[config.mk]
export PLATFORM = sky130hd
export DESIGN_NAME = mme_top
export DESIGN_NICKNAME = d
export VERILOG_FILES = /design/src/mme_pkg.sv /design/src/mme_top.sv
export SDC_FILE = /design/constraint.sdc
export NUM_CORES = 1
export LEC_CHECK = 0
export ABC_AREA = 1
export ABC_CLOCK_PERIOD_IN_PS = 4040
export BUFFER_PORTS_ARGS = -buffer_cell sky130_fd_sc_hd__clkbuf_2
export CORE_ASPECT_RATIO = 1.75
export CORE_UTILIZATION = 57
export DETAILED_ROUTE_END_ITERATION = 7
export MAX_ROUTING_LAYER = met4
export PLACE_DENSITY = 0.86
export SYNTH_ARGS = -nofsm -noshare
export SYNTH_HDL_FRONTEND = slang
export SYNTH_SLANG_ARGS = --single-unit
[constraint.sdc]
create_clock -name aclk -period 4.04 [get_ports aclk]
set_clock_uncertainty 0.1 [all_clocks]
set_input_delay 0.808 -clock aclk [delete_from_list [all_inputs] [get_ports aclk]]
set_output_delay 0.808 -clock aclk [all_outputs]
set_load 0.02 [all_outputs]
[src/mme_pkg.sv]
// constants and types for the monitor mode entry block
package mme_pkg;
  // ************
  // register map
  // ************
  localparam logic [3:0] ADDR_CTRL = 4'h0;
  localparam logic [3:0] ADDR_STATUS = 4'h4;
  localparam logic [3:0] ADDR_RX = 4'h8;
  localparam logic [3:0] ADDR_TX = 4'hc;
  localparam int CTRL_EXT_BIT = 0;
  localparam int CTRL_WDIS_BIT = 1;
  localparam logic [1:0] CTRL_RESET = 2'h0;
  localparam logic [1:0] RESP_OKAY = 2'h0;
  localparam logic [1:0] RESP_SLVERR = 2'h2;
  // ************
  // timing counts
  // ************
  localparam logic [4:0] SAMPLE_EDGES = 5'h18;
  localparam logic [1:0] BUS_DIV_LAST = 2'h3;
  localparam logic [3:0] INT_DIV_LAST = 4'hf;
  localparam logic [9:0] BAUD_LAST = 10'h3ff;
  localparam logic [9:0] BAUD_HALF = 10'h1ff;
  localparam logic [3:0] FRAME_LAST = 4'h9;
  localparam logic [3:0] SEC_LAST = 4'h7;
  // ************
  // vectors and patterns
  // ************
  localparam logic [7:0] ERASED = 8'hff;
  localparam logic [7:0] PAGE_USER = 8'hff;
  localparam logic [7:0] PAGE_MON = 8'hfe;
  localparam logic [7:0] VEC_RESET_LO = 8'hfe;
  localparam logic [7:0] VEC_SWI_LO = 8'hfc;
  localparam logic [9:0] BREAK_FRAME = 10'h000;
  typedef enum logic [1:0] {MODE_SAMPLE, MODE_USER, MODE_NORMAL, MODE_FORCED} mme_mode_t;
  typedef enum logic [1:0] {PH_SECURITY, PH_BREAK, PH_COMMAND} mme_phase_t;
endpackage : mme_pkg

[src/mme_top.sv]
// monitor mode entry, clock and watchdog steering, vectors and monitor link
//
// Summary of operation
// - two monitor entries: test voltage with mode pins, or erased reset vectors.
// - serial select must stay low 24 reference edges after reset for monitor.
// - normal monitor bus clock is reference clock divided by four.
// - normal monitor leaves reset on external clock, not internal oscillator.
// - in normal monitor, test voltage on interrupt pin forces external clock; else control bit.
// - normal monitor disables watchdog under test voltage; else config bit rules.
// - below test voltage, erased reset vectors raise internal reset into monitor.
// - forced monitor starts on internal clock until software selects external.
// - watchdog stays disabled through forced monitor mode.
// - forced monitor persists over every reset except power-on, or one with test voltage or serial select high.
// - monitor vectors on page fe, user vectors on page ff.
// - while reset is low, nothing runs and bus clock stays stopped.
// - monitor traffic uses one open-drain data pin, pulled up outside.
// - monitor mode leaves all other pins their normal function.
// - link uses mark/space non-return-to-zero framing.
// - forced monitor bit rate is reference clock divided by 1024.
// - eight security bytes echoed; unlock only if all match; relock on reset.
// - after security bytes, send break of ten zero bits.
`timescale 1ns/1ps
module mme_top import mme_pkg::*; (
  // clock and reset
  input wire logic aclk,
  input wire logic aresetn,
  input wire logic por_pulse,
  // register bus
  input wire logic [3:0] s_axi_awaddr,
  input wire logic s_axi_awvalid,
  output logic s_axi_awready,
  input wire logic [31:0] s_axi_wdata,
  input wire logic [3:0] s_axi_wstrb,
  input wire logic s_axi_wvalid,
  output logic s_axi_wready,
  output logic [1:0] s_axi_bresp,
  output logic s_axi_bvalid,
  input wire logic s_axi_bready,
  input wire logic [3:0] s_axi_araddr,
  input wire logic s_axi_arvalid,
  output logic s_axi_arready,
  output logic [31:0] s_axi_rdata,
  output logic [1:0] s_axi_rresp,
  output logic s_axi_rvalid,
  input wire logic s_axi_rready,
  // pins
  input wire logic ext_reference_clock,
  input wire logic irq_at_test_high_voltage,
  input wire logic rst_at_test_high_voltage,
  input wire logic mode_select_low_pin,
  input wire logic mode_select_high_pin,
  input wire logic serial_select_pin,
  input wire logic monitor_data_pin_in,
  output logic monitor_data_pin_out,
  output logic monitor_data_pin_oe,
  // reset vector fetch and vector selection
  input wire logic rvec_data_valid,
  input wire logic rvec_low_byte,
  input wire logic [7:0] rvec_data,
  input wire logic vector_is_swi,
  input wire logic vector_low_byte,
  input wire logic [63:0] security_bytes,
  // system controls
  output logic [15:0] vector_addr,
  output logic bus_clk_en,
  output logic clk_src_external,
  output logic watchdog_enable,
  output logic internal_reset
);
  // ************
  // pin synchronisers
  // ************
  localparam int NSYNC = 7;
  logic [NSYNC-1:0] pin_raw, sync1_reg, sync2_reg;
  logic ext_prev_reg, ext_tick;
  logic irq_tst, rst_tst, msel_lo, msel_hi, ssel, data_in;
  assign pin_raw = {ext_reference_clock, irq_at_test_high_voltage, rst_at_test_high_voltage,
                    mode_select_low_pin, mode_select_high_pin, serial_select_pin,
                    monitor_data_pin_in};
  genvar gi;
  generate
    for (gi = 0; gi < NSYNC; gi++) begin : g_sync
      always_ff @(posedge aclk) begin
        if (!aresetn) begin
          sync1_reg[gi] <= 1'b0;
          sync2_reg[gi] <= 1'b0;
        end else begin
          sync1_reg[gi] <= pin_raw[gi];
          sync2_reg[gi] <= sync1_reg[gi];
        end
      end
    end
  endgenerate
  assign {irq_tst, rst_tst, msel_lo, msel_hi, ssel, data_in} = sync2_reg[5:0];
  assign ext_tick = sync2_reg[6] & ~ext_prev_reg;

  function automatic logic is_monitor(input mme_mode_t m);
    return (m == MODE_NORMAL) || (m == MODE_FORCED);
  endfunction : is_monitor

  // ************
  // state
  // ************
  mme_mode_t mode_reg, mode_next;
  mme_phase_t phase_reg, phase_next;
  logic [4:0] samp_reg, samp_next;
  logic ssel_ok_reg, ssel_ok_next, rst_tst_reg, rst_tst_next;
  logic forced_reg, forced_next;
  logic [1:0] bdiv_reg, bdiv_next;
  logic [3:0] idiv_reg, idiv_next;
  logic bus_en_reg, bus_en_next, clk_ext_reg, clk_ext_next, wdog_reg, wdog_next;
  logic [15:0] vec_reg, vec_next;
  logic erased_hi_reg, erased_hi_next, int_rst_reg, int_rst_next;
  logic [9:0] rxc_reg, rxc_next, txc_reg, txc_next, txs_reg, txs_next;
  logic [3:0] rxb_reg, rxb_next, txb_reg, txb_next, sec_reg, sec_next;
  logic [7:0] rxs_reg, rxs_next, rxd_reg, rxd_next;
  logic rx_busy_reg, rx_busy_next, rxv_reg, rxv_next, tx_busy_reg, tx_busy_next;
  logic match_reg, match_next, unlock_reg, unlock_next, oe_reg, oe_next;
  logic [1:0] ctrl_reg, ctrl_next;
  logic aw_have_reg, aw_have_next, w_have_reg, w_have_next;
  logic [3:0] awa_reg, awa_next;
  logic [7:0] wd_reg, wd_next;
  logic wlane_reg, wlane_next;
  logic awr_reg, awr_next, wr_reg, wr_next, bv_reg, bv_next, arr_reg, arr_next;
  logic rv_reg, rv_next;
  logic [1:0] br_reg, br_next, rr_reg, rr_next;
  logic [31:0] rd_reg, rd_next;
  logic byte_done, tx_load;
  logic [9:0] tx_frame;

  always_comb begin
    mode_next = mode_reg;
    phase_next = phase_reg;
    samp_next = samp_reg;
    ssel_ok_next = ssel_ok_reg;
    rst_tst_next = rst_tst_reg;
    forced_next = forced_reg;
    bdiv_next = bdiv_reg;
    idiv_next = idiv_reg + 4'h1;
    erased_hi_next = erased_hi_reg;
    int_rst_next = 1'b0;
    rxc_next = rxc_reg;
    rxb_next = rxb_reg;
    rxs_next = rxs_reg;
    rxd_next = rxd_reg;
    rx_busy_next = rx_busy_reg;
    rxv_next = rxv_reg;
    txc_next = txc_reg;
    txb_next = txb_reg;
    txs_next = txs_reg;
    tx_busy_next = tx_busy_reg;
    sec_next = sec_reg;
    match_next = match_reg;
    unlock_next = unlock_reg;
    ctrl_next = ctrl_reg;
    aw_have_next = aw_have_reg;
    w_have_next = w_have_reg;
    awa_next = awa_reg;
    wd_next = wd_reg;
    wlane_next = wlane_reg;
    bv_next = bv_reg;
    br_next = br_reg;
    rv_next = rv_reg;
    rr_next = rr_reg;
    rd_next = rd_reg;
    byte_done = 1'b0;
    tx_load = 1'b0;
    tx_frame = BREAK_FRAME;
    // mode decision at the close of the window
    if (mode_reg == MODE_SAMPLE && ext_tick) begin
      samp_next = samp_reg + 5'h1;
      ssel_ok_next = ssel_ok_reg & ~ssel;
      if (samp_next == SAMPLE_EDGES) begin
        rst_tst_next = rst_tst;
        if (ssel_ok_next && irq_tst && msel_hi && !msel_lo)
          mode_next = MODE_NORMAL;
        else if (ssel_ok_next && forced_reg && !rst_tst && !irq_tst)
          mode_next = MODE_FORCED;
        else
          mode_next = MODE_USER;
      end
    end
    // erased reset vectors in user mode restart into forced monitor
    if (mode_reg == MODE_USER && rvec_data_valid) begin
      if (!rvec_low_byte) begin
        erased_hi_next = (rvec_data == ERASED);
      end else if (erased_hi_reg && rvec_data == ERASED && !rst_tst_reg) begin
        int_rst_next = 1'b1;
        forced_next = 1'b1;
      end
    end
    // bus clock: reference over four, or the internal divider
    if (clk_ext_reg) begin
      if (ext_tick)
        bdiv_next = bdiv_reg + 2'h1;
    end else if (idiv_reg == INT_DIV_LAST) begin
      bdiv_next = BUS_DIV_LAST;
    end
    bus_en_next = (clk_ext_reg ? ext_tick : (idiv_reg == INT_DIV_LAST))
                  && (bdiv_reg == BUS_DIV_LAST || !clk_ext_reg);
    // test voltage in sample or normal mode forces external; otherwise the control bit selects
    clk_ext_next = ((mode_reg == MODE_SAMPLE || mode_reg == MODE_NORMAL) && irq_tst)
                   || ctrl_reg[CTRL_EXT_BIT];
    unique case (mode_reg)
      MODE_SAMPLE: wdog_next = 1'b0;
      MODE_USER: wdog_next = ~ctrl_reg[CTRL_WDIS_BIT];
      MODE_NORMAL: wdog_next = ~irq_tst & ~ctrl_reg[CTRL_WDIS_BIT];
      MODE_FORCED: wdog_next = 1'b0;
    endcase
    vec_next = {is_monitor(mode_reg) ? PAGE_MON : PAGE_USER,
                (vector_is_swi ? VEC_SWI_LO : VEC_RESET_LO) | {7'h0, vector_low_byte}};
    // receiver, bit time is reference over 1024, sampled mid-bit
    if (is_monitor(mode_reg)) begin
      if (!rx_busy_reg && !tx_busy_reg && !data_in) begin
        rx_busy_next = 1'b1;
        rxc_next = BAUD_HALF;
        rxb_next = 4'h0;
      end else if (rx_busy_reg && ext_tick) begin
        rxc_next = rxc_reg - 10'h1;
        if (rxc_reg == 10'h0) begin
          rxc_next = BAUD_LAST;
          rxb_next = rxb_reg + 4'h1;
          if (rxb_reg == 4'h0 && data_in)
            rx_busy_next = 1'b0;
          else if (rxb_reg == FRAME_LAST) begin
            rx_busy_next = 1'b0;
            byte_done = data_in;
          end else if (rxb_reg != 4'h0)
            rxs_next = {data_in, rxs_reg[7:1]};
        end
      end
    end
    // security bytes echoed, then break, then command traffic
    unique case (phase_reg)
      PH_SECURITY: if (byte_done) begin
        match_next = match_reg & (rxs_reg == security_bytes[{sec_reg[2:0], 3'h0} +: 8]);
        sec_next = sec_reg + 4'h1;
        tx_load = 1'b1;
        tx_frame = {1'b1, rxs_reg, 1'b0};
        if (sec_reg == SEC_LAST)
          phase_next = PH_BREAK;
      end
      PH_BREAK: if (!tx_busy_reg) begin
        tx_load = 1'b1;
        tx_frame = BREAK_FRAME;
        unlock_next = match_reg;
        phase_next = PH_COMMAND;
      end
      PH_COMMAND: if (byte_done) begin
        rxd_next = rxs_reg;
      end
      default: phase_next = PH_SECURITY;
    endcase
    // register bus, write side
    if (s_axi_awvalid && awr_reg) begin
      aw_have_next = 1'b1;
      awa_next = s_axi_awaddr;
    end
    if (s_axi_wvalid && wr_reg) begin
      w_have_next = 1'b1;
      wd_next = s_axi_wdata[7:0];
      wlane_next = s_axi_wstrb[0];
    end
    if (bv_reg && s_axi_bready)
      bv_next = 1'b0;
    if (aw_have_reg && w_have_reg && !bv_reg) begin
      aw_have_next = 1'b0;
      w_have_next = 1'b0;
      bv_next = 1'b1;
      br_next = RESP_OKAY;
      unique case (awa_reg)
        ADDR_CTRL: if (wlane_reg) ctrl_next = wd_reg[1:0];
        ADDR_TX: if (wlane_reg && phase_reg == PH_COMMAND && !tx_busy_reg && !tx_load) begin
          tx_load = 1'b1;
          tx_frame = {1'b1, wd_reg, 1'b0};
        end
        ADDR_STATUS, ADDR_RX: ;
        default: br_next = RESP_SLVERR;
      endcase
    end
    // register bus, read side; reading received data frees it
    if (rv_reg && s_axi_rready)
      rv_next = 1'b0;
    if (s_axi_arvalid && arr_reg) begin
      rv_next = 1'b1;
      rr_next = RESP_OKAY;
      rd_next = 32'h0;
      unique case (s_axi_araddr)
        ADDR_CTRL: rd_next = {30'h0, ctrl_reg};
        ADDR_STATUS: rd_next = {22'h0, tx_busy_reg, rxv_reg, sec_reg, unlock_reg,
                                forced_reg, 2'(mode_reg)};
        ADDR_RX: begin
          rd_next = {24'h0, rxd_reg};
          rxv_next = 1'b0;
        end
        ADDR_TX: ;
        default: rr_next = RESP_SLVERR;
      endcase
    end
    if (byte_done && phase_reg == PH_COMMAND)
      rxv_next = 1'b1;
    awr_next = !aw_have_next && !bv_next;
    wr_next = !w_have_next && !bv_next;
    arr_next = !rv_next;
    // transmitter drives the pin low only, the pull-up gives the ones
    if (tx_load) begin
      tx_busy_next = 1'b1;
      txs_next = tx_frame;
      txc_next = BAUD_LAST;
      txb_next = 4'h0;
    end else if (tx_busy_reg && ext_tick) begin
      txc_next = txc_reg - 10'h1;
      if (txc_reg == 10'h0) begin
        txc_next = BAUD_LAST;
        txs_next = {1'b1, txs_reg[9:1]};
        txb_next = txb_reg + 4'h1;
        if (txb_reg == FRAME_LAST)
          tx_busy_next = 1'b0;
      end
    end
    oe_next = tx_busy_next && !txs_next[0];
  end

  // ************
  // registers
  // ************
  // survives ordinary resets, only power-on clears it
  always_ff @(posedge aclk) begin
    if (por_pulse)
      forced_reg <= 1'b0;
    else
      forced_reg <= forced_next;
  end

  always_ff @(posedge aclk) begin
    if (!aresetn) begin
      mode_reg <= MODE_SAMPLE;
      phase_reg <= PH_SECURITY;
      samp_reg <= 5'h0;
      ssel_ok_reg <= 1'b1;
      rst_tst_reg <= 1'b0;
      ext_prev_reg <= 1'b0;
      bdiv_reg <= 2'h0;
      idiv_reg <= 4'h0;
      bus_en_reg <= 1'b0;
      clk_ext_reg <= 1'b0;
      wdog_reg <= 1'b0;
      vec_reg <= 16'h0;
      erased_hi_reg <= 1'b0;
      int_rst_reg <= 1'b0;
      {rxc_reg, rxb_reg, rxs_reg, rxd_reg, rx_busy_reg, rxv_reg} <= 32'h0;
      {txc_reg, txb_reg, txs_reg, tx_busy_reg} <= 25'h0;
      sec_reg <= 4'h0;
      match_reg <= 1'b1;
      unlock_reg <= 1'b0;
      oe_reg <= 1'b0;
      ctrl_reg <= CTRL_RESET;
      {aw_have_reg, w_have_reg, awa_reg, wd_reg, wlane_reg} <= 15'h0;
      {awr_reg, wr_reg, bv_reg, arr_reg, rv_reg} <= 5'h0;
      {br_reg, rr_reg, rd_reg} <= 36'h0;
    end else begin
      mode_reg <= mode_next;
      phase_reg <= phase_next;
      samp_reg <= samp_next;
      ssel_ok_reg <= ssel_ok_next;
      rst_tst_reg <= rst_tst_next;
      ext_prev_reg <= sync2_reg[6];
      bdiv_reg <= bdiv_next;
      idiv_reg <= idiv_next;
      bus_en_reg <= bus_en_next;
      clk_ext_reg <= clk_ext_next;
      wdog_reg <= wdog_next;
      vec_reg <= vec_next;
      erased_hi_reg <= erased_hi_next;
      int_rst_reg <= int_rst_next;
      {rxc_reg, rxb_reg, rxs_reg, rxd_reg, rx_busy_reg, rxv_reg} <=
        {rxc_next, rxb_next, rxs_next, rxd_next, rx_busy_next, rxv_next};
      {txc_reg, txb_reg, txs_reg, tx_busy_reg} <= {txc_next, txb_next, txs_next, tx_busy_next};
      sec_reg <= sec_next;
      match_reg <= match_next;
      unlock_reg <= unlock_next;
      oe_reg <= oe_next;
      ctrl_reg <= ctrl_next;
      {aw_have_reg, w_have_reg, awa_reg, wd_reg, wlane_reg} <=
        {aw_have_next, w_have_next, awa_next, wd_next, wlane_next};
      {awr_reg, wr_reg, bv_reg, arr_reg, rv_reg} <= {awr_next, wr_next, bv_next, arr_next, rv_next};
      {br_reg, rr_reg, rd_reg} <= {br_next, rr_next, rd_next};
    end
  end

  assign s_axi_awready = awr_reg;
  assign s_axi_wready = wr_reg;
  assign s_axi_bvalid = bv_reg;
  assign s_axi_bresp = br_reg;
  assign s_axi_arready = arr_reg;
  assign s_axi_rvalid = rv_reg;
  assign s_axi_rresp = rr_reg;
  assign s_axi_rdata = rd_reg;
  assign monitor_data_pin_out = 1'b0;
  assign monitor_data_pin_oe = oe_reg; // only this pin is claimed
  assign vector_addr = vec_reg;
  assign bus_clk_en = bus_en_reg;
  assign clk_src_external = clk_ext_reg;
  assign watchdog_enable = wdog_reg;
  assign internal_reset = int_rst_reg;
endmodule : mme_top

**Word level (Yosys, flattened, before mapping)**

Index checks and enable logic that the tools add are counted.
W data, S select, Z words.

- Add/subtract/negate cells: 8
- Eq/ne operators: 23
- Shift-type cells: 1
- Mux-type cells: 66
- Bitwise operators: 16
- Reduce and logical (&&, ||, !) cells: 87

Operators by type and width:

| cell | number |
|---|---|
| $mux W10 | 14 |
| $shiftx A64 B7 Y8 | 1 |
| $mux W1 | 34 |
| $logic_and A1 B1 Y1 | 31 |
| $pmux W10 S3 | 1 |
| $eq A4 B4 Y1 const B | 7 |
| $mux W2 | 11 |
| $logic_not A10 Y1 | 2 |
| $reduce_and A2 Y1 | 10 |
| $sub A10 B1 Y10 const B | 2 |
| $add A4 B1 Y4 const B | 4 |
| $logic_not A1 Y1 | 15 |
| $reduce_bool A2 Y1 | 7 |
| $eq A4 B3 Y1 const B | 3 |
| $logic_not A4 Y1 | 3 |
| $mux W4 | 3 |
| $reduce_and A3 Y1 | 4 |
| $not A1 Y1 | 11 |
| $eq A2 B2 Y1 const B | 4 |
| $eq A8 B8 Y1 | 1 |
| $eq A8 B8 Y1 const B | 1 |
| $ne A2 B2 Y1 const B | 4 |
| $or A8 B1 Y8 | 1 |
| $reduce_and A4 Y1 | 2 |
| 15 further kinds | 25 |

- Register bits after elaboration: 176
- Output and inout bits: 63
- Logic and storage cells: 259

**Longest topological paths before layout**

Gate-level depths: netlist of run 1.

- Word-level depth: 17
- Gate-level depth with buffers: 16
- Mapped depth without buffers: 15

**Worst setup path after synthesis of run 1**

No wires, ideal clock.

- Path type: input to register
- Start point: in s_axi_araddr[1]
- End point: reg rd_reg[1] (netlist: s_axi_rdata[1])
- Arrival time: 1642 ps
- Data required time: 3870 ps
- Path slack: 2228 ps
- Stages: 5
- Buffers on the path: 0
- Cells stage by stage: nor2_1 -> nand3_1 -> o221ai_1 -> nand2_1 -> a21oi_1

- Cells in the longest elaborated chain, start to end: 2
- Elaborated cells on any way between the ends: 4
- Those cells by class: eq/ne (2); mux (1); reduce/logical (1)

Ends and longest elaborated chain:

| item | line | RTL |
|---|---|---|
| from (decl) | mme_top.sv:39 | `input wire logic [3:0] s_axi_araddr,` |
| $eq A4 B4 Y1 (tied with other cells) | mme_top.sv:288 | `unique case (s_axi_araddr)` |
| $pmux W10 S3 (*) | mme_top.sv:288 |  |
| to (signal assigned) | mme_top.sv:387 | `{br_reg, rr_reg, rd_reg} <= {br_next, rr_next, rd_next};` |
| to (decl) | mme_top.sv:127 | `logic [31:0] rd_reg, rd_next;` |

Every way passes the cells marked *; elsewhere a longest branch is shown, timed or not.
A chain may end at the register's enable or synchronous reset.

**Worst setup path after layout of run 1**

- Start point: reg tx_busy_reg
- End point: reg txs_reg[1]

- Cells in the longest elaborated chain, start to end: 14
- Elaborated cells on any way between the ends: 24
- Those cells by class: mux (14); reduce/logical (10)

Ends and longest elaborated chain:

| item | line | RTL |
|---|---|---|
| from (decl) | mme_top.sv:117 | `logic rx_busy_reg, rx_busy_next, rxv_reg, rxv_next, tx_busy_reg, tx_busy_next;` |
| from (signal assigned) | mme_top.sv:378 | `{txc_reg, txb_reg, txs_reg, tx_busy_reg} <= {txc_next, txb_next, txs_next, tx_busy_next};` |
| $logic_not A1 Y1 | mme_top.sv:214, mme_top.sv:273 |  |
| $logic_and A1 B1 Y1 (2 in series) | mme_top.sv:214 | `if (!rx_busy_reg && !tx_busy_reg && !data_in) begin` |
| $mux W1 | mme_top.sv:214 |  |
| $mux W1 | mme_top.sv:213 | `if (is_monitor(mode_reg)) begin` |
| $mux W1 | mme_top.sv:235 | `PH_SECURITY: if (byte_done) begin` |
| $pmux W1 S2 | mme_top.sv:234 | `unique case (phase_reg)` |
| $logic_not A1 Y1 | mme_top.sv:273 | `ADDR_TX: if (wlane_reg && phase_reg == PH_COMMAND && !tx_busy_reg && !tx_load) begin` |
| $logic_and A1 B1 Y1 | mme_top.sv:273 |  |
| $mux W1 | mme_top.sv:273 |  |
| $mux W1 | mme_top.sv:271 | `unique case (awa_reg)` |
| $mux W1 | mme_top.sv:266 | `if (aw_have_reg && w_have_reg && !bv_reg) begin` |
| $reduce_bool A2 Y1 (no line) | -- |  |
| $reduce_and A2 Y1 (no line) | -- |  |
| to (signal assigned) | mme_top.sv:378 |  |
| to (decl) | mme_top.sv:114 | `logic [9:0] rxc_reg, rxc_next, txc_reg, txc_next, txs_reg, txs_next;` |

Several ways; a longest one is shown, not always the timed one.

==> run summary, run 1 <==
In this run the mean area of a mapped cell was 6.82 um2. The largest net degree at the start of global routing was 88; the critical path data arrival time was 2.66 ns. During synthesis, Yosys emitted a total of 0 warnings. Yosys mapped a number of flops with a built-in enable equal to 0.

The horizontal die dimension is 86.1 um, and the finished layout cell area is 8310 um2. The number of nets in the final layout came out at 1,307. For this run, the top clock speed supported by timing is 417 MHz.

The logs give 0 for the residual antenna-violating net count after detailed routing and 0 ns for the accumulated negative setup slack. Yosys attributes the largest share of cell area to dfxtp_1, nand2_1, inv_1, nand3_1, nor2_1. The initial DRC count came out at 306. The routed length per placed instance was 12.3 um; the transition at the pin with the smallest max-transition slack was 0.793 ns. Among all flip-flop cells after synthesis, the most frequent one is dfxtp_1. The number of antenna cells inserted came out at 0. Sorting the synthesized cells by how often they occur yields nand2_1, inv_1, dfxtp_1, nor2_1, nand3_1. During placement, the flow inserted port buffers numbering 145. After clock tree synthesis, the clock-pin slew on the worst setup and hold paths is 0.06 ns.

The floorplan step defined a die boundary enclosing 12,800 um2. The proportion of synthesized chip area in sequential cells is 0.397. Once layout is complete, the cells apart from fillers number 1,337.

Fraction of final layout cells with drive strength greater than 1: 0.172. The number of buffers created by CTS came out at 17. The largest individual stage delay along the critical path comes from the cell nand3_1.

Relative to the synthesized area, the layout overhead comes to 17.8%. The relative slew slack is 0.471, and the via count of the routed design is 6,858. Gates resized during post-CTS repair numbered 0.

Once placement finished, the instance area stood at 7690 um2. Along the worst path, the maximum fanout reaches 24. The aggregate global-route resource usage is 0.279, and the global-route wire length before repair is 27.6 mm. Traced cell by cell, the critical path runs through inv_1 > nand3_1 > nand3_4 > nor2_4 > inv_1 > nor2_1 > nor2_1 > nor2_1. Most frequently used cell type in the post-synthesis netlist: nand2_1.

The tools report the CTS root buffer as clkbuf_16. The buffering stage count on the worst path with inverters included came out at 2. The biggest area contributor in the post-synthesis netlist is dfxtp_1. The kind of start point of the critical path is a flip-flop. 198 I/O pins were placed.

After detailed routing, the number of vias per cell comes to 5.13. At the end of routability-driven placement, the weighted congestion stood at 0.918. The smallest clock period supported by the final layout is computed as 2.40 ns. Measured along the y axis, the die boundary spans 149 um. The tools report the detailed placement HPWL as 12.0 mm.

For the number of pins with negative max-slew slack in the final report, the log shows 0. After global routing the overflow that remains totals 0. The longest clock path from root to sink contains 2 buffers. The capturing element type of the critical path was a flip-flop.

In this design, the largest share of critical-path delay is due to simple AND/OR/NAND/NOR gates. The critical path is of the flip-flop to flip-flop type. The tools report the number of unique standard cell types used by synthesis as 42. Fraction of synthesized cell area taken by the top area cell type: 0.397.

The synthesized flop and latch total works out to 140. After synthesis the cells add up to 7060 um2. Most repeated library cell on the critical path: nor2_1. Power spread over the standard cell area amounts to 393 nW/um2. The post-CTS repair timing setup buffer count is 0, and the initial antenna violation count is 0. The via count of the first global-routing pass is 6,398. For the worst-skew pair, the clock arrives at the later sink with an insertion delay of 0.43 ns.

TritonCTS built the clock tree. After technology mapping, the gate count stands at 1,035. The required time of the critical path was 4.30 ns; the effective utilization at floorplan was 0.585. The clock net in this run drives a total of 140 sinks. Setup repair after global routing left no endpoint under its margin. The core region is 12,100 um2. The min-delay analysis places its worst path in the category flip-flop to flip-flop. In this design, the stage delay of the slowest critical-path cell is 0.51 ns. The share of synthesized flip-flops with an asynchronous set or reset is 0. Across the run, the number of max-cap violations was 0. The pre-antenna-repair detailed-routing pass consisted of 7 iterations. The share of the clock period used by the worst path works out to 0.593. The cell row count is 53. The run gives 0.346 mV as the peak supply drop.

The run gives 4 as the number of H-tree branching levels. Setup violations remaining at the end of the flow were counted as 0. Once placement completed, the tool counted placed cells totaling 1,305. In this run the static leakage power is 4.22 nW. For this run, design rule violations remaining after detail routing come to 0.

The run finished with clean final reports. The final layout contains routed wiring with a total length of 16.5 mm. The logs give 0 for the count of hold buffers inserted by post-cts repair and 0 for the number of failing hold endpoints at the final stage.
==> cell families after synthesis <==
family / after synthesis / share of synthesized area
buffers and inverters: 226 / 0.145
adder cells (fa/ha/maj): 13 / 0.0231
AO/OA/AOI/OAI: 155 / 0.116
AND/OR/NAND/NOR: 486 / 0.301
XOR/XNOR: 14 / 0.0174
flip-flops: 140 / 0.397
other: 1 / 0.000531
==> path summary, 6_finish.rpt <==
path | depth (start not counted) | startpoint | slack (ns) | to
hold reg to reg | 2 | sync1_reg[6] | 0.31 | sync2_reg[6]
setup / recovery | 8 | tx_busy_reg | 1.64 | txs_reg[1]
setup reg to reg | 8 | tx_busy_reg | 1.64 | txs_reg[1]
hold / removal | 2 | sync1_reg[6] | 0.31 | sync2_reg[6]
==> through the flow <==
| stage | setup slack (ns) | utilization | hold WS [ns] | total power, mW |
|---|---|---|---|---|
| 4_1_cts | 1.65 | 0.688 | 0.313 | 3.27 |
| 3_5_place_dp | 1.73 | 0.637 | 0.298 | 1.69 |
| 5_1_grt | 1.42 | 0.688 | 0.337 | 3.37 |
| 6_report | 1.64 | 0.688 | 0.313 | 3.26 |
| 2_1_floorplan | 2.23 | - | 0.290 | 1.62 |
| 3_3_place_gp | 1.74 | 0.637 | 0.293 | 1.68 |
==> routing by layer <==
layer,GRT usage,share of wire
met3,0.0498,0.052
met2,0.492,0.52
met1,0.279,0.38
met5,-,0
met4,0.176,0.046
==> worst register-to-register path: stages, from the launching register on <==
cell	delay (ns)
dfxtp_1	0.50
inv_1	0.12
nand3_1	0.51
nand3_4	0.41
nor2_4	0.31
inv_1	0.11
nor2_1	0.12
nor2_1	0.08
nor2_1	0.08
==> cells in the final DEF (no fill, tap or decap), types with 7 or more instances in the layout <==
cell type  Yosys  final
nor4_1         7      7
ha_1          13     13
inv_1        149    149
conb_1         1     25
nor3_1        14     14
nand2_1      247    247
clkbuf_16      0     17
dfxtp_1      140    140
nor2_1        98     98
a21oi_1       64     64
nand3_1       83     83
xor2_1        11     11
a31oi_1        7      7
o21ai_0       68     68
clkbuf_2       0    145
nand4_1       14     14
==> where the power goes <==
part | leakage (nW) | total (mW) | internal, mW | switching (mW)
registers | 1.14 | 1.43 | 1.41 | 0.0178
logic | 2.79 | 0.226 | 0.0866 | 0.140
clock network | 0.296 | 1.61 | 1.01 | 0.602
total | 4.22 | 3.26 | 2.50 | 0.759
==> cell type report <==
cell class / count / area, um2
clock inverter: 13 / 166
tap: 165 / 206
timing repair buffer: 151 / 771
clock buffer: 19 / 453
multi-input combinational: 693 / 3320
sequential: 140 / 2800
fill: 1059 / 3760
inverter: 156 / 586
Power figures use the tool's default switching activity.
==> run 2, diff against run 1 <==
--- a/config.mk
+++ b/config.mk
@@ -6,13 +6,13 @@
 export NUM_CORES = 1
 export LEC_CHECK = 0
 export ABC_AREA = 1
-export ABC_CLOCK_PERIOD_IN_PS = 4040
+export ABC_CLOCK_PERIOD_IN_PS = 2200
 export BUFFER_PORTS_ARGS = -buffer_cell sky130_fd_sc_hd__clkbuf_2
 export CORE_ASPECT_RATIO = 1.75
-export CORE_UTILIZATION = 57
+export CORE_UTILIZATION = 48
 export DETAILED_ROUTE_END_ITERATION = 7
 export MAX_ROUTING_LAYER = met4
-export PLACE_DENSITY = 0.86
+export PLACE_DENSITY = 0.77
 export SYNTH_ARGS = -nofsm -noshare
 export SYNTH_HDL_FRONTEND = slang
 export SYNTH_SLANG_ARGS = --single-unit
==> constraint.sdc (replaced) <==
create_clock -name aclk -period 2.2 [get_ports aclk]
set_clock_uncertainty 0.1 [all_clocks]
set_input_delay 0.44 -clock aclk [delete_from_list [all_inputs] [get_ports aclk]]
set_output_delay 0.44 -clock aclk [all_outputs]
set_load 0.02 [all_outputs]
==> run 2 against run 1 <==
Routed wire length grew 3.9%. Sequential share of layout area shrank 0.84 points. Worst setup slack lost 1.5 ns. Sequential cell count is the same. Non-clock buffer count grew 18. Combinational power grew 90%. Die area grew 18%. Critical endpoint is now txs_reg[6]. Largest cell class unchanged.
==> run summary, run 2 (synthesis gave the netlist of run 1 again) <==
The flow ran to the end, and the final reports show no timing, DRC or antenna violations. Number of antenna cells inserted: 0 (unchanged). The tools report the met2 capacity usage during global routing as 0.434 (-0.0576). In the layout the commonest cells are nand2_1, inv_1, clkbuf_2, dfxtp_1, nor2_1. The number of H-tree branching levels is 4 (unchanged), and the met1 track demand over resource in global routing is 0.226 (-0.0530).

Cell with the biggest individual delay on the critical path: dfxtp_1. For the number of buffers created by CTS, the log shows 17 (unchanged). The placeable core region came out at 14,400 um2 (+19%). After global routing, the most crowded layer is met2.

The final worst-path setup slack was 0.0928 ns (-1.55 ns); the post-route total power was 6.19 mW (+90%). The run gives 0.0722 ns (-0.240 ns) as the post-route worst hold slack. Count of endpoints failing setup in the final report: 0 (unchanged). The global-route wire length before repair was 27.5 mm (-0.38%). The reg-to-reg setup timing slack came out at 0.09 ns (-1.55 ns).

The number of clock sinks is 140 (unchanged), and the fraction of final layout cells with drive strength greater than 1 is 0.186 (+0.0142). The signal on the critical path passes through inv_1 > ha_1 > nand3_1 > nor2_1 > nand2_2 > nor2_4 > inv_2 > nor2_4 > nand2_1 > nand3_1 > nand2_1 > inv_1. The tools report the internal portion of total power as 4.77 mW (+90%). The run gives 2800 um2 (unchanged) as the footprint of the flip-flops and latches.

For the residual DRC count, the log shows 0 (unchanged). Setup repair after global routing could not meet its margin everywhere. The total power density per cell area is 726 nW/um2 (+85%). The worst register-to-register path begins at txc_reg[0]. The tools report the switching component of the power as 1.42 mW (+87%).

The logs give 0 ns (unchanged) for the accumulated negative setup slack and 0.491 (-0.0936) for the effective utilization at floorplan. Count of hold buffers inserted by post-cts repair: 0 (unchanged). Worst stage delay on the critical path: 0.31 ns (-0.20 ns). The capture point of the worst path was txs_reg[6].

TritonCTS built the clock tree. The fraction of power consumed by sequential logic was 0.424 (-0.014). The met3 track utilization from global routing was 0.0472 (-0.00265); the number of nets in the final layout was 1,325 (+1.4%). The logs give 2.47 ns (-1.83 ns) for the required time of the critical path and 198 (unchanged) for the number of placed I/O pins. The kind of start point of the critical path was a flip-flop. The number of pins with negative max-slew slack in the final report is 0 (unchanged), and the die outline area is 15,200 um2 (+18%).

STA classifies the critical path endpoint as a flip-flop. Via count of the first global-routing pass: 6,244 (-2.4%). The largest fanout on the critical path came out at 8 (-67%). For the proportion of power drawn by combinational gates, the log shows 0.069 (about the same). For the critical path data arrival time, the log shows 2.37 ns (-0.29 ns). The tools report the detailed-route wire length as 17.2 mm (+3.9%). The switching share of power was 0.229 (-0.00322); the aggregate global-route resource usage was 0.236 (-0.0427). The cell row count is 58 (+9.4%).

The post-detailed-route via-to-cell ratio is 4.99 (-2.7%). Area used by multi-input combinational logic: 3320 um2 (unchanged). The overall overflow remaining after global route came out at 0 (unchanged).

The horizontal die dimension is 93.7 um (+8.8%). The category of the most critical setup path is flip-flop to flip-flop. For the initial DRC count, the log shows 326 (+6.5%).

Vertical extent of the die: 162 um (+8.9%). The tools report the number of failing hold endpoints at the final stage as 0 (unchanged). The relative slew slack was 0.633 (+0.161). The min-delay analysis places its worst path in the category primary input to flip-flop.

Clock insertion delay at the later pin of the skew report: 0.42 ns (about the same). In this run the worst setup path begins at txc_reg[0]. Worst flop-to-flop path endpoint: txs_reg[6]. Compared with the post-synthesis result, the final layout area differs by 20.7%. For the cell area after placement, the log shows 7850 um2 (+2.1%). The initial antenna violation count was 0 (unchanged); the count of input and output buffers was 145 (unchanged). The number of cell instances on the worst register-to-register path works out to 12 (+4). The max-cap violation count was 0 (unchanged). The reported leakage power is 4.33 nW (+2.5%). In this run the most critical hold path is launched from vector_is_swi.

The library cell used most frequently in the layout, excluding fill and tap cells, is nand2_1. Upper clock frequency limit: 475 MHz (+14%). The via count of the routed design is 6,840 (-0.26%), and the number of inserted filler cells in the final layout is 1,346 (+27%). The final critical-path required period is 2.11 ns (-0.290 ns), and the peak supply drop is 0.621 mV (+79%). The routed length per placed instance came out at 12.5 um (+1.4%).

The buffer levels on the longest clock path is 2 (unchanged), and the transition at the pin with the smallest max-transition slack is 0.548 ns (-0.246 ns). The worst-case setup slack after placement was 0.131 ns (-1.60 ns); the largest net degree at the start of global routing was 80 (-9.1%). The tree is rooted in a clkbuf_16. The weighted congestion reported at the end of routability-driven placement is 0.883 (-3.8%).

The detailed-routing iteration count for the pre-antenna-repair pass was 7 (unchanged). Finished layout cell area: 8520 um2 (+2.5%). The share of the clock period used by the worst path is 0.958 (+0.364). The clock transition at the register clock pins on the worst setup and hold paths after CTS is 0.06 ns (about the same).

The clock share of power was 0.506 (+0.014); the residual antenna-violating net count after detailed routing was 0 (unchanged). For the detailed placement HPWL, the log shows 12.5 mm (+5.0%).
[run 2: layout make-up]
cell class,instances,share of cell area
flip-flops and latches,140,0.329
well taps,180,0.0264
clock buffers,17,0.0499
multi-input cells,693,0.390
inverters,156,0.0692
repair buffers,169,0.109
clock inverters,15,0.0261
[run 2: per-stage QoR]
stage	instances	utilization
after floorplan	1059	-
after global placement	1337	0.546
after detailed placement	1337	0.546
after CTS	1369	0.591
after global routing	1370	0.593
final	1370	0.593
[run 2: worst min-delay path by stage]
stage	endpoint	cells past startpoint
after floorplan	data_in	2
after global placement	msel_hi	2
after detailed placement	rst_tst	2
after CTS	vector_addr[1]	2
after global routing	vector_addr[1]	2
final	vector_addr[1]	2
[run 2: power by group through the flow]
stage / clock network [mW] / registers, mW / logic (mW)
CTS: 3.16 / 2.63 / 0.431
detailed placement: 0 / 2.68 / 0.428
finish: 3.13 / 2.63 / 0.430
floorplan: 0 / 2.69 / 0.284
global route: 3.28 / 2.63 / 0.482
global placement: 0 / 2.68 / 0.423
[run 2: what timing repair did]
item	in CTS	in global routing
setup buffers	0	1
endpoints found under the setup margin	0	18
gates resized for setup	0	2
[run 2: critical path: cells and delay by family (launching register included)]
family                     cells  cell delay [ns]
and+or+nand+nor                8             1.14
DFF                            1             0.31
buffers and inverters          3             0.29
adders and majority gates      1             0.21
[run 2: layer usage]
layer	up-vias	wire length, um
met5	-	0
li1	3510	-
met1	3048	6500
met3	51	958
met2	231	9000
met4	0	699
